$ cat src/inc/fbcc_pkg.sv
// Package of constants and types for the fast block channel controller.
package fbcc_pkg;

  // ------------------------------------------------------------------
  // Register byte offsets
  // ------------------------------------------------------------------
  localparam logic [7:0] ADDR_CMD  = 8'h00;
  localparam logic [7:0] ADDR_SEL  = 8'h04;
  localparam logic [7:0] ADDR_CONF = 8'h08;
  localparam logic [7:0] ADDR_BUF  = 8'h0C;
  localparam logic [7:0] ADDR_STAT = 8'h10;

  // ------------------------------------------------------------------
  // Command codes and direction codes
  // ------------------------------------------------------------------
  localparam logic [1:0] OP_OPEN   = 2'h0;
  localparam logic [1:0] OP_CLOSE  = 2'h1;
  localparam logic [1:0] OP_BUFFER = 2'h2;
  localparam logic [1:0] OP_SELECT = 2'h3;
  localparam logic [1:0] MODE_IN   = 2'h0; // inbound_only_mode.
  localparam logic [1:0] MODE_OUT  = 2'h1; // outbound_only_mode.
  localparam logic [1:0] MODE_BI   = 2'h2; // Bidirectional mode.

  // ------------------------------------------------------------------
  // Limits, reset values and frame shape
  // ------------------------------------------------------------------
  localparam logic [10:0] LEN_MIN      = 11'h001;
  localparam logic [10:0] LEN_MAX      = 11'h400;
  localparam logic [10:0] LEN_RST      = 11'h000;
  localparam logic [3:0]  SEL_RST      = 4'h1;
  localparam logic [2:0]  LANE_LAST    = 3'h7;  // Eight output channels per frame.
  localparam int          FRAME_SHIFT  = 4;     // Sixteen bytes per frame.
  localparam logic [3:0]  STAT_REM_LSB = 4'h5;  // Busy at bit 0, bits 4 to 1 read zero.

  // ------------------------------------------------------------------
  // Configuration report codes
  // ------------------------------------------------------------------
  localparam logic [2:0] CONF_CLOSED = 3'h0;
  localparam logic [2:0] CONF_OPEN   = 3'h1;
  localparam logic [2:0] CONF_INIT   = 3'h2;
  localparam logic [2:0] CONF_IN     = 3'h3;
  localparam logic [2:0] CONF_OUT    = 3'h4;
  localparam logic [2:0] CONF_BIDIR  = 3'h5;

  // Per logical channel state.
  typedef enum logic [3:0] {
    CH_CLOSED = 4'h1,
    CH_IN     = 4'h2,
    CH_OUT    = 4'h4,
    CH_BIDIR  = 4'h8
  } fbcc_chan_e;

  // Command word as written to the command register.
  typedef struct packed {
    logic [4:0]  rsvd_hi;
    logic [10:0] len;
    logic [6:0]  rsvd_lo;
    logic        has_chan;
    logic [3:0]  chan;
    logic [1:0]  mode;
    logic [1:0]  op;
  } fbcc_cmd_s;

  // Outcome of the last command, bit set means refused for that cause.
  typedef struct packed {
    logic not_open;
    logic bad_len;
    logic bad_mode;
    logic bad_chan;
  } fbcc_result_s;

  // One outbound word with its position in the frame.
  typedef struct packed {
    logic [3:0]  chan;
    logic [2:0]  lane;
    logic        last;
    logic [15:0] data;
  } fbcc_word_s;

  // True when the state lets data flow into the device.
  function automatic logic may_in(input fbcc_chan_e s);
    may_in = (s == CH_IN) || (s == CH_BIDIR);
  endfunction : may_in

  // True when the state lets data flow out of the device.
  function automatic logic may_out(input fbcc_chan_e s);
    may_out = (s == CH_OUT) || (s == CH_BIDIR);
  endfunction : may_out

endpackage : fbcc_pkg

$ cat src/fbcc_frame_streamer.sv
// Outbound frame streamer that presents a counted number of sample frames.
`timescale 1ns/100ps
module fbcc_frame_streamer
  import fbcc_pkg::*;
(
  input  wire logic        clk_i,
  input  wire logic        rst_i,
  input  wire logic        start_i,
  input  wire logic        abort_i,
  input  wire logic [10:0] len_i,
  input  wire logic [3:0]  chan_i,
  output logic      [12:0] samp_addr_o,
  input  wire logic [15:0] samp_data_i,
  output fbcc_word_s       out_o,
  output logic             out_valid_o,
  input  wire logic        out_ready_i,
  output logic             busy_o,
  output logic      [10:0] remain_o
);

  typedef enum logic [3:0] {
    S_IDLE = 4'h1,
    S_ADDR = 4'h2,
    S_DATA = 4'h4,
    S_SHOW = 4'h8
  } fbcc_strm_e;

  fbcc_strm_e  state;
  logic [9:0]  frame;
  logic [2:0]  lane;
  logic        take;
  logic        frame_end;

  assign take      = out_valid_o && out_ready_i;
  assign frame_end = (lane == LANE_LAST);

  // Sequencer: fetch one sample, present it, advance until the count is spent.
  always_ff @(posedge clk_i) begin
    if (rst_i || (abort_i && !start_i)) begin
      state       <= S_IDLE;
      frame       <= '0;
      lane        <= '0;
      remain_o    <= LEN_RST;
      out_valid_o <= 1'b0;
      out_o       <= '0;
      samp_addr_o <= '0;
    end else if (start_i) begin
      frame       <= '0; // A start that meets an abort restarts the count instead of being lost.
      lane        <= '0;
      remain_o    <= len_i;
      out_valid_o <= 1'b0;
      out_o.chan  <= chan_i;
      samp_addr_o <= '0;
      state       <= S_ADDR;
    end else begin
      unique case (state)
        S_IDLE: begin
          state <= S_IDLE;
        end
        S_ADDR: begin
          state <= S_DATA;
        end
        S_DATA: begin
          out_o.data  <= samp_data_i;
          out_o.lane  <= lane;
          out_o.last  <= frame_end && (remain_o == LEN_MIN);
          out_valid_o <= 1'b1;
          state       <= S_SHOW;
        end
        S_SHOW: begin
          if (take) begin
            out_valid_o <= 1'b0;
            if (frame_end) begin
              remain_o <= remain_o - LEN_MIN;
            end
            if (out_o.last) begin
              state <= S_IDLE;
            end else begin
              lane        <= lane + 3'h1;
              frame       <= frame_end ? frame + 10'h001 : frame;
              samp_addr_o <= {frame_end ? frame + 10'h001 : frame, lane + 3'h1};
              state       <= S_ADDR;
            end
          end
        end
      endcase
    end
  end

  assign busy_o = (state != S_IDLE);

endmodule : fbcc_frame_streamer

$ cat src/fbcc_top.sv
// Fast block channel controller: command registers, channel states and data paths.
//
// Operation
// - A closed logical channel carries no data until an open command is accepted for it.
// - Open takes inbound-only, outbound-only or bidirectional; inbound words and new buffers are then allowed only that way.
// - Inbound means backplane into the device, outbound means device onto the backplane.
// - Open, close or buffer without a channel number act on the selected channel.
// - The selected channel is held for later commands and is channel one after reset.
// - All eight outputs share one logical channel, unrelated to any output or physical number.
// - Buffer length is 1 to 1024 frames, others are refused, and it resets to zero.
// - Every frame carries eight outputs of two bytes each, so one frame is sixteen bytes.
// - An accepted buffer command sets the amount and readies exactly that many frames.
// - Close returns the channel to closed, frees it and stops its transfers.
// - The configuration query reports closed or one of the three direction states.
`timescale 1ns/100ps
module fbcc_top
  import fbcc_pkg::*;
#(
  parameter int NUM_CH  = 4,
  parameter int LOAD_AW = 13
)(
  input  wire logic               clk_i,
  input  wire logic               rst_i,
  input  wire logic               cyc_i,
  input  wire logic               stb_i,
  input  wire logic               we_i,
  input  wire logic [7:0]         adr_i,
  input  wire logic [3:0]         sel_i,
  input  wire logic [31:0]        dat_i,
  output logic      [31:0]        dat_o,
  output logic                    ack_o,
  input  wire logic               in_valid_i,
  input  wire logic [3:0]         in_chan_i,
  input  wire logic [15:0]        in_data_i,
  output logic                    in_ready_o,
  output logic                    in_refused_o,
  output logic                    load_we_o,
  output logic      [LOAD_AW-1:0] load_addr_o,
  output logic      [15:0]        load_data_o,
  output logic      [12:0]        samp_addr_o,
  input  wire logic [15:0]        samp_data_i,
  output fbcc_word_s              out_o,
  output logic                    out_valid_o,
  input  wire logic               out_ready_i
);

  // ------------------------------------------------------------------
  // Declarations
  // ------------------------------------------------------------------
  fbcc_chan_e   chan_state [1:NUM_CH];
  logic [3:0]   sel_chan;
  logic [10:0]  buf_len;
  logic [3:0]   conf_idx;
  fbcc_result_s result;
  logic         strm_start;
  logic         strm_abort;
  logic [3:0]   strm_chan;
  logic         strm_busy;
  logic [10:0]  strm_remain;
  logic         wb_go;
  logic         wr_full;
  logic         cmd_go;
  fbcc_cmd_s    cmd;
  logic [3:0]   eff_ch;
  logic         ch_ok;
  fbcc_chan_e   eff_state;
  fbcc_result_s next_result;
  logic         in_ch_ok;
  logic         in_allowed;
  logic [31:0]  rd_data;
  logic [2:0]   conf_code;

  // ------------------------------------------------------------------
  // Wishbone slave handshake
  // ------------------------------------------------------------------

  // A request is served once; ack drops in the cycle after it was given.
  assign wb_go   = cyc_i && stb_i && !ack_o;
  assign wr_full = (sel_i == 4'hF);
  assign cmd_go  = wb_go && we_i && wr_full && (adr_i == ADDR_CMD);

  // Ack follows every request one cycle later, mapped or not.
  always_ff @(posedge clk_i) begin
    if (rst_i) begin
      ack_o <= 1'b0;
    end else begin
      ack_o <= wb_go;
    end
  end

  // ------------------------------------------------------------------
  // Command decode
  // ------------------------------------------------------------------

  // Resolve the addressed channel and check the command's arguments.
  always_comb begin
    cmd         = fbcc_cmd_s'(dat_i);
    eff_ch      = cmd.has_chan ? cmd.chan : sel_chan;
    if (cmd.op == OP_SELECT) begin
      eff_ch = cmd.chan;
    end
    ch_ok       = (eff_ch != 4'h0) && (int'(eff_ch) <= NUM_CH);
    eff_state   = ch_ok ? chan_state[eff_ch] : CH_CLOSED;
    next_result = '0;
    next_result.bad_chan = !ch_ok;
    unique case (cmd.op)
      OP_OPEN: begin
        next_result.bad_mode = (cmd.mode != MODE_IN) && (cmd.mode != MODE_OUT)
                               && (cmd.mode != MODE_BI);
      end
      OP_BUFFER: begin
        next_result.bad_len  = (cmd.len < LEN_MIN) || (cmd.len > LEN_MAX);
        next_result.not_open = ch_ok && !may_out(eff_state);
      end
      default: begin
        next_result.bad_mode = 1'b0;
      end
    endcase
  end

  // Keep the outcome of the last command for software to read.
  always_ff @(posedge clk_i) begin
    if (rst_i) begin
      result <= '0;
    end else if (cmd_go) begin
      result <= next_result;
    end
  end

  // ------------------------------------------------------------------
  // Logical channel states
  // ------------------------------------------------------------------

  // Each channel changes only on an accepted open or close aimed at it.
  for (genvar g = 1; g <= NUM_CH; g++) begin : g_chan
    always_ff @(posedge clk_i) begin
      if (rst_i) begin
        chan_state[g] <= CH_CLOSED;
      end else if (cmd_go && (next_result == '0) && (int'(eff_ch) == g)) begin
        if (cmd.op == OP_OPEN) begin
          unique case (cmd.mode)
            MODE_IN:  chan_state[g] <= CH_IN;
            MODE_OUT: chan_state[g] <= CH_OUT;
            default:  chan_state[g] <= CH_BIDIR;
          endcase
        end else if (cmd.op == OP_CLOSE) begin
          chan_state[g] <= CH_CLOSED;
        end
      end
    end
  end

  // ------------------------------------------------------------------
  // Selection and buffer length
  // ------------------------------------------------------------------

  // The selected channel starts at one and moves only to a valid channel.
  always_ff @(posedge clk_i) begin
    if (rst_i) begin
      sel_chan <= SEL_RST;
    end else if (cmd_go && (cmd.op == OP_SELECT) && ch_ok) begin
      sel_chan <= cmd.chan;
    end
  end

  // An accepted buffer command stores its length and arms the streamer.
  always_ff @(posedge clk_i) begin
    if (rst_i) begin
      buf_len    <= LEN_RST;
      strm_start <= 1'b0;
      strm_chan  <= SEL_RST;
    end else begin
      strm_start <= 1'b0;
      if (cmd_go && (cmd.op == OP_BUFFER) && (next_result == '0)) begin
        buf_len    <= cmd.len;
        strm_start <= 1'b1;
        strm_chan  <= eff_ch;
      end
    end
  end

  // A new buffer command restarts the count; closing the channel stops it.
  always_ff @(posedge clk_i) begin
    if (rst_i) begin
      strm_abort <= 1'b0;
    end else begin
      strm_abort <= cmd_go && (next_result == '0) && (eff_ch == strm_chan)
                    && ((cmd.op == OP_CLOSE) || (cmd.op == OP_BUFFER));
    end
  end

  // ------------------------------------------------------------------
  // Outbound frames
  // ------------------------------------------------------------------

  // Outbound data starts only on a channel that allows it and runs until the count is spent, a close or a new buffer.
  fbcc_frame_streamer u_streamer (
    .clk_i       (clk_i),
    .rst_i       (rst_i),
    .start_i     (strm_start),
    .abort_i     (strm_abort),
    .len_i       (buf_len),
    .chan_i      (strm_chan),
    .samp_addr_o (samp_addr_o),
    .samp_data_i (samp_data_i),
    .out_o       (out_o),
    .out_valid_o (out_valid_o),
    .out_ready_i (out_ready_i),
    .busy_o      (strm_busy),
    .remain_o    (strm_remain)
  );

  // ------------------------------------------------------------------
  // Inbound words
  // ------------------------------------------------------------------

  // Inbound words are taken only on a channel open for inbound flow.
  assign in_ch_ok   = (in_chan_i != 4'h0) && (int'(in_chan_i) <= NUM_CH);
  assign in_allowed = in_ch_ok && may_in(chan_state[in_ch_ok ? in_chan_i : SEL_RST]);

  // One-cycle ready per word; a word on a disallowed channel is refused.
  always_ff @(posedge clk_i) begin
    if (rst_i) begin
      in_ready_o   <= 1'b0;
      in_refused_o <= 1'b0;
    end else begin
      in_ready_o   <= in_valid_i && !in_ready_o && !in_refused_o && in_allowed;
      in_refused_o <= in_valid_i && !in_ready_o && !in_refused_o && !in_allowed;
    end
  end

  // Accepted words load waveform memory at consecutive addresses.
  always_ff @(posedge clk_i) begin
    if (rst_i) begin
      load_we_o   <= 1'b0;
      load_addr_o <= '0;
      load_data_o <= '0;
    end else begin
      load_we_o <= in_ready_o;
      if (in_ready_o) begin
        load_data_o <= in_data_i;
      end
      if (cmd_go && (cmd.op == OP_OPEN)) begin
        load_addr_o <= '0;
      end else if (in_ready_o) begin
        load_addr_o <= load_addr_o + LOAD_AW'(1);
      end
    end
  end

  // ------------------------------------------------------------------
  // Configuration query and register reads
  // ------------------------------------------------------------------

  // Software picks which channel the configuration register reports.
  always_ff @(posedge clk_i) begin
    if (rst_i) begin
      conf_idx <= SEL_RST;
    end else if (wb_go && we_i && wr_full && (adr_i == ADDR_CONF)) begin
      conf_idx <= dat_i[3:0];
    end
  end

  // Report the state of the queried channel.
  always_comb begin
    conf_code = CONF_CLOSED;
    if ((conf_idx != 4'h0) && (int'(conf_idx) <= NUM_CH)) begin
      unique case (chan_state[conf_idx])
        CH_IN:    conf_code = CONF_IN;
        CH_OUT:   conf_code = CONF_OUT;
        CH_BIDIR: conf_code = CONF_BIDIR;
        default:  conf_code = CONF_CLOSED;
      endcase
    end
  end

  // Read multiplexer; unmapped offsets read zero.
  always_comb begin
    rd_data = '0;
    unique case (adr_i)
      ADDR_CMD:  rd_data = {28'h0000000, result};
      ADDR_SEL:  rd_data = {28'h0000000, sel_chan};
      ADDR_CONF: rd_data = {21'h000000, conf_code, 4'h0, conf_idx};
      ADDR_BUF:  rd_data = {6'h00, 15'(buf_len) << FRAME_SHIFT, buf_len};
      ADDR_STAT: rd_data = (32'(strm_remain) << STAT_REM_LSB) | 32'(strm_busy);
      default:   rd_data = '0;
    endcase
  end

  // Read data is registered together with ack.
  always_ff @(posedge clk_i) begin
    if (rst_i) begin
      dat_o <= '0;
    end else if (wb_go) begin
      dat_o <= we_i ? '0 : rd_data;
    end
  end

endmodule : fbcc_top

$ cat config.mk
export PLATFORM = sky130hd
export DESIGN_NAME = fbcc_top
export DESIGN_NICKNAME = d
export VERILOG_FILES = /design/src/inc/fbcc_pkg.sv /design/src/fbcc_frame_streamer.sv /design/src/fbcc_top.sv
export SDC_FILE = /design/constraint.sdc
export NUM_CORES = 1
export LEC_CHECK = 0
export BUFFER_PORTS_ARGS = -buffer_cell sky130_fd_sc_hd__buf_2
export CORE_UTILIZATION = 30
export DETAILED_ROUTE_END_ITERATION = 7
export SLEW_MARGIN = 20
export SYNTH_ARGS = -nofsm -noshare
export SYNTH_HDL_FRONTEND = slang
export SYNTH_SLANG_ARGS = --single-unit
$ cat constraint.sdc
create_clock -name clk_i -period 3.1 [get_ports clk_i]
set_input_delay 0.155 -clock clk_i [delete_from_list [all_inputs] [get_ports clk_i]]
set_output_delay 0.155 -clock clk_i [all_outputs]
set_load 0.05 [all_outputs]
## Yosys cells after proc, flatten, opt, wreduce, memory -nomap -nowiden

Memory sizes are Yosys's and may differ from the RTL's. A register that Yosys moved wholly into a read port is not among the register bits.
Index checks and enable logic that the tools add are counted.

| storage, ports and cells | value |
|---|---|
| flip-flop bits (word level) | 160 |
| bits in writable memories | 16 |
| input bits | 87 |
| output and inout port bits | 103 |
| word-level logic and storage cells | 250 |
| memories kept | 1 |

Memory list:

| name | depth | bits a word | rd ports | clocked after Yosys merged registers in | wr ports | line | source |
|---|---|---|---|---|---|---|---|
| chan_state | 4 | 4 | 3 | 1 | 4 | fbcc_top.sv:50 | `fbcc_chan_e chan_state [1:NUM_CH];` |

| cells by class | value |
|---|---|
| $add $sub $neg | 4 |
| magnitude comparators | 5 |
| equal/unequal tests | 32 |
| multiplexer cells | 98 |
| bitwise operators | 19 |
| reduce and logical (&&, ||, !) cells | 63 |

Operators with widths:

| cell | count |
|---|---|
| 26-bit one-hot mux with 5 select lines | 1 |
| 4-bit two-way mux | 20 |
| 1-bit two-way mux | 61 |
| 11-bit two-way mux | 4 |
| 1-bit logical AND | 32 |
| 32-bit two-way mux | 1 |
| 4-bit equality test (second input constant) | 6 |
| 4-bit by 3-bit equality test with 1-bit output (second input constant) | 5 |
| 4-bit by 2-bit equality test with 1-bit output (second input constant) | 4 |
| 8-bit by 4-bit equality test with 1-bit output (second input constant) | 2 |
| 1-bit bitwise OR | 16 |
| 16-bit by 1-bit bitwise OR with 16-bit output | 1 |
| 4-bit one-hot mux with 4 select lines | 1 |
| 13-bit by 1-bit adder with 13-bit output (second input constant) | 1 |
| 4-bit by 3-bit less-or-equal comparator with 1-bit output (second input constant) | 3 |
| 3-bit two-way mux | 4 |
| 4-bit nonzero test | 3 |
| 11-bit by 1-bit equality test with 1-bit output (second input constant) | 1 |
| 11-bit > comparator (second input constant) | 1 |
| 11-bit by 1-bit less-than comparator with 1-bit output (second input constant) | 1 |
| 11-bit by 1-bit subtractor with 11-bit output (second input constant) | 1 |
| 10-bit by 1-bit adder with 10-bit output (second input constant) | 1 |
| 10-bit two-way mux | 1 |
| 2-bit nonzero test | 5 |
| other kinds (24) | 45 |

## Longest topological paths before layout

| logic depth | value |
|---|---|
| word-level depth | 20 |
| mapped depth | 11 |

## By module

Synthesis repeated with hierarchy kept, for this count alone.

| unflattened totals | value |
|---|---|
| cells, all modules | 808 |
| area, all modules | 7,273.2 sq um |

By module, submodules not included:

| module | times used | cells each | area each (sq um) |
|---|---|---|---|
| fbcc_top | 1 | 529 | 4,929.7 |
| fbcc_frame_streamer | 1 | 279 | 2,343.5 |

## Worst setup path after synthesis

No wires, ideal clock.

| path | value |
|---|---|
| path type | reg-to-reg |
| start | reg ack_o |
| end | mem chan_state[2][0] (netlist bit) (enable) |
| library setup time | 373 ps |
| arrival time | 2,608 ps |
| data required time | 2,727 ps |
| path slack | 120 ps |
| cell stages (with the launch flop) | 7 |
| path through | dfxtp_1 nand3b_4 or3_4 or4_4 nor3b_2 nand4_1 o31ai_1 |

RTL lines:

| element | line | source |
|---|---|---|
| start, declared | fbcc_top.sv:31 | `output logic ack_o,` |
| start signal, assigned | fbcc_top.sv:87 | `ack_o <= wb_go;` |
| end, declared | fbcc_top.sv:50 |  |

==> results by group <==
STA
  • Endpoints failing hold: 0
  • Period utilisation layout: 0.874
  • Clock Skews: 0.00860 ns
  • Final worst slack: 0.389 ns
  • Unrepaired setup endpoints after global routing: no
  • Slew margin rel.: 0.430
  • Min cycle time layout: 2.71 ns
  • FMAX: 369 MHz
  • Hold Worst Slack: 0.0126 ns
  • Slew at the pin closest to its max-slew limit: 0.854 ns
  • Setup TNS: 0 ns
  • Setup-failing EPs final: 0
  • Max Slew Vio Count: 0

Logic synthesis
  • Post-synth EDFFs: 16
  • Post-synth ARST share: 0
  • Ys flop type: dfxtp_1
  • Syn Area/Cell: 9.00 µm²
  • Post-Syn Area: 7180 µm²
  • Seq/Total Area, Yosys: 0.466
  • Synth Instances: 797
  • Leading area contributor after synthesis: dfxtp_1
  • Post-synth cell types: 66
  • Synth top area share: 0.399
  • Synth warnings: 0
  • Top post-synthesis cells by area: dfxtp_1 40%, edfxtp_1 6.7%, mux2i_1 6.4%
  • FF+latch count, synth: 159

Cells and area
  • Antenna cell count: 0
  • Multi-input logic area: 3580 µm²
  • Filler cells: 2375
  • Reg area: 3340 µm²
  • Cell area after layout: 9390 µm²
  • Nets: 1098
  • Layout area overhead: 30.9%
  • Most frequent cells in the layout: 171 x buf_2, 143 x dfxtp_1, 113 x nor2_1
  • Commonest non-fill, non-tap cell in the layout: buf_2
  • Layout cells sized above 1: 0.241

Placed design
  • Dpl cell area: 8390 µm²
  • Hpwl dp: 14500 µm
  • Worst slack at placement: 0.333 ns
  • Port Buffers: 171
  • RD Place Congestion: 0.803

Worst setup path
  • Worst path top cell family by delay: simple AND/OR/NAND/NOR gates
  • Worst Setup SP: ack_o
  • Worst Path Arrival: 2.84 ns
  • Crit end category: flop
  • Class of the most critical setup path: flop to flop
  • Origin of the critical flop-to-flop path: ack_o
  • CP Launch Type: flop
  • Slowest cell delay on critical path: 0.55 ns
  • Crit path buf inv count: 0
  • Slowest cell on the critical path: or4_4
  • Crit-path max FO: 5
  • Crit-path cells: nand3b_4, or3_4, or4_4, or3b_1, nor4_1, a21o_1
  • CP required: 3.23 ns

Flow run
  • # Max-Cap Violations: 0

Pwr
  • VDD IR max: 0.000292 V
  • Internal: 3.54 mW
  • Switching share of power: 0.226
  • Total power: 4.58 mW
  • Clock share of power: 0.478
  • Share of total power in combinational logic: 0.065
  • Flop pwr share: 0.457
  • Pwr per Cell Area: 487 nW/µm²
  • Pleak: 3.80 nW
  • Sw power: 1.04 mW

GRT
  • Global-route wire length before repair: 30600 µm
  • Largest net degree at the start of global routing: 32
  • Total global-route track usage: 0.160
  • Vias in the first global route: 5916
  • Initial antenna violation count: 1
  • Grt total ovfl: 0

Die
  • I/O pin cnt: 190
  • Starting Density: 0.306
  • FP Rows: 56
  • Die W: 157 µm
  • Core area: 23500 µm²
  • Die area: 24500 µm²
  • Die Height: 157 µm

Route
  • DRC: 0
  • DRT Pass-1 Iters: 5
  • Average wire per standard cell: 14.8 µm
  • Initial DRC count: 541
  • DRT antenna net count: 0
  • Via/cell ratio: 4.80
  • Post-Route WL: 19800 µm
  • Via count: 6394

Min path
  • Hold Path Origin: dat_i[4]
  • Hold crit path type: primary input to flop

CTS
  • H-tree depth: 4
  • Max clock buf depth: 2
  • TritonCTS Sinks: 159
  • Clock-pin slew on the worst setup and hold paths: 0.06 ns
  • CTS Root Cell: clkbuf_16
  • CTS tree: yes
  • Later-pin clock latency in the skew report: 0.42 ns
  • CTS Buf Count: 17

Outcome
  • Status: completed
==> tightest hold or removal path: cells and delay by family <==
| family | cells | cell delay, ns |
|---|---|---|
| buf+inv | 1 | 0.12 |
| simple gates | 1 | 0.06 |
| mux | 1 | 0.07 |
==> logic make-up (layout without fill, tap and decap cells) <==
group | Yosys count | after routing | share of synthesized area
simple gates | 318 | 318 | 0.220
flops | 159 | 159 | 0.466
compound gates | 154 | 154 | 0.137
buf+inv | 63 | 275 | 0.0373
mux | 49 | 49 | 0.0689
xor+xnor | 43 | 43 | 0.0525
fa+ha+maj | 10 | 10 | 0.0174
other cells | 1 | 6 | 0.000523
==> stage by stage <==
step / utilization / instances
floorplan: - / 802
global placement: 0.357 / 1263
detailed placement: 0.357 / 1263
CTS: 0.400 / 1333
global route: 0.400 / 1333
finish: 0.400 / 1333
==> final timing paths <==
check | end | slack [ns] | cells past startpoint
worst min register to register | u_streamer.out_o[14] | 0.45 | 2
worst max register to register | chan_state[1][0] | 0.39 | 6
worst max-delay path | chan_state[1][0] | 0.39 | 6
worst min-delay path | sel_chan[0] | 0.01 | 3
==> timing repair <==
action | in CTS | in global routing
buffers inserted | 0 | 0
endpoints found under the hold margin | 38 | 0
hold buffers | 38 | 0
resized for setup | 0 | 0
==> state kept, by name, summed over array words and instances, names as in the netlist, 4 cells and up, named ones only <==
name / flops
u_streamer.state: 4
sel_chan: 4
conf_idx: 4
result: 4
dat_o: 25
u_streamer.remain_o: 11
strm_chan: 4
load_data_o: 16
chan_state: 16
load_addr_o: 13
u_streamer.samp_addr_o: 13
u_streamer.out_o: 24
buf_len: 11
==> cell usage after synthesis, types with 4 or more instances <==
master    instances
and3b_1           5
clkbuf_1         34
nor2b_1           7
or3_1            13
or4_1             4
xnor2_1          26
a211oi_1          7
inv_1            12
nand4_1          27
a22oi_1          25
xor2_1           17
nand2b_1          5
o22ai_1           4
dfxtp_1         143
mux2i_1          46
o21ai_0          20
buf_4             7
buf_2             4
ha_1             10
nor2_1          113
nand3_1          12
nor4_1           11
nand2_1          74
o31ai_1          14
nor3_1           12
and3_1            8
edfxtp_1         16
and2_1            4
a21oi_1          59
buf_1             5
==> power groups by stage <==
stage | combinational, mW | clock (mW) | sequential [mW]
finish | 0.296 | 2.19 | 2.09
global route | 0.323 | 2.34 | 2.09
CTS | 0.295 | 2.25 | 2.09
detailed placement | 0.257 | 0 | 2.14
global placement | 0.256 | 0 | 2.14
floorplan | 0.143 | 0 | 2.15
==> layer usage <==
layer  GRT usage  part of all wire  vias to the layer above
li1            -                 -                     3245
met1       0.217              0.49                     2966
met2       0.249              0.45                      160
met3      0.0352             0.045                       21
met4      0.0588             0.018                        2
met5           0           0.00051                        -
==> cell type report <==
cell class	count	area share
clock buffer	20	0.0497
clock inverter	12	0.0165
inverter	13	0.00520
multi-input combinational	580	0.382
sequential	159	0.356
tap	319	0.0425
timing repair buffer	230	0.148
(Power assumes the default switching activity.)
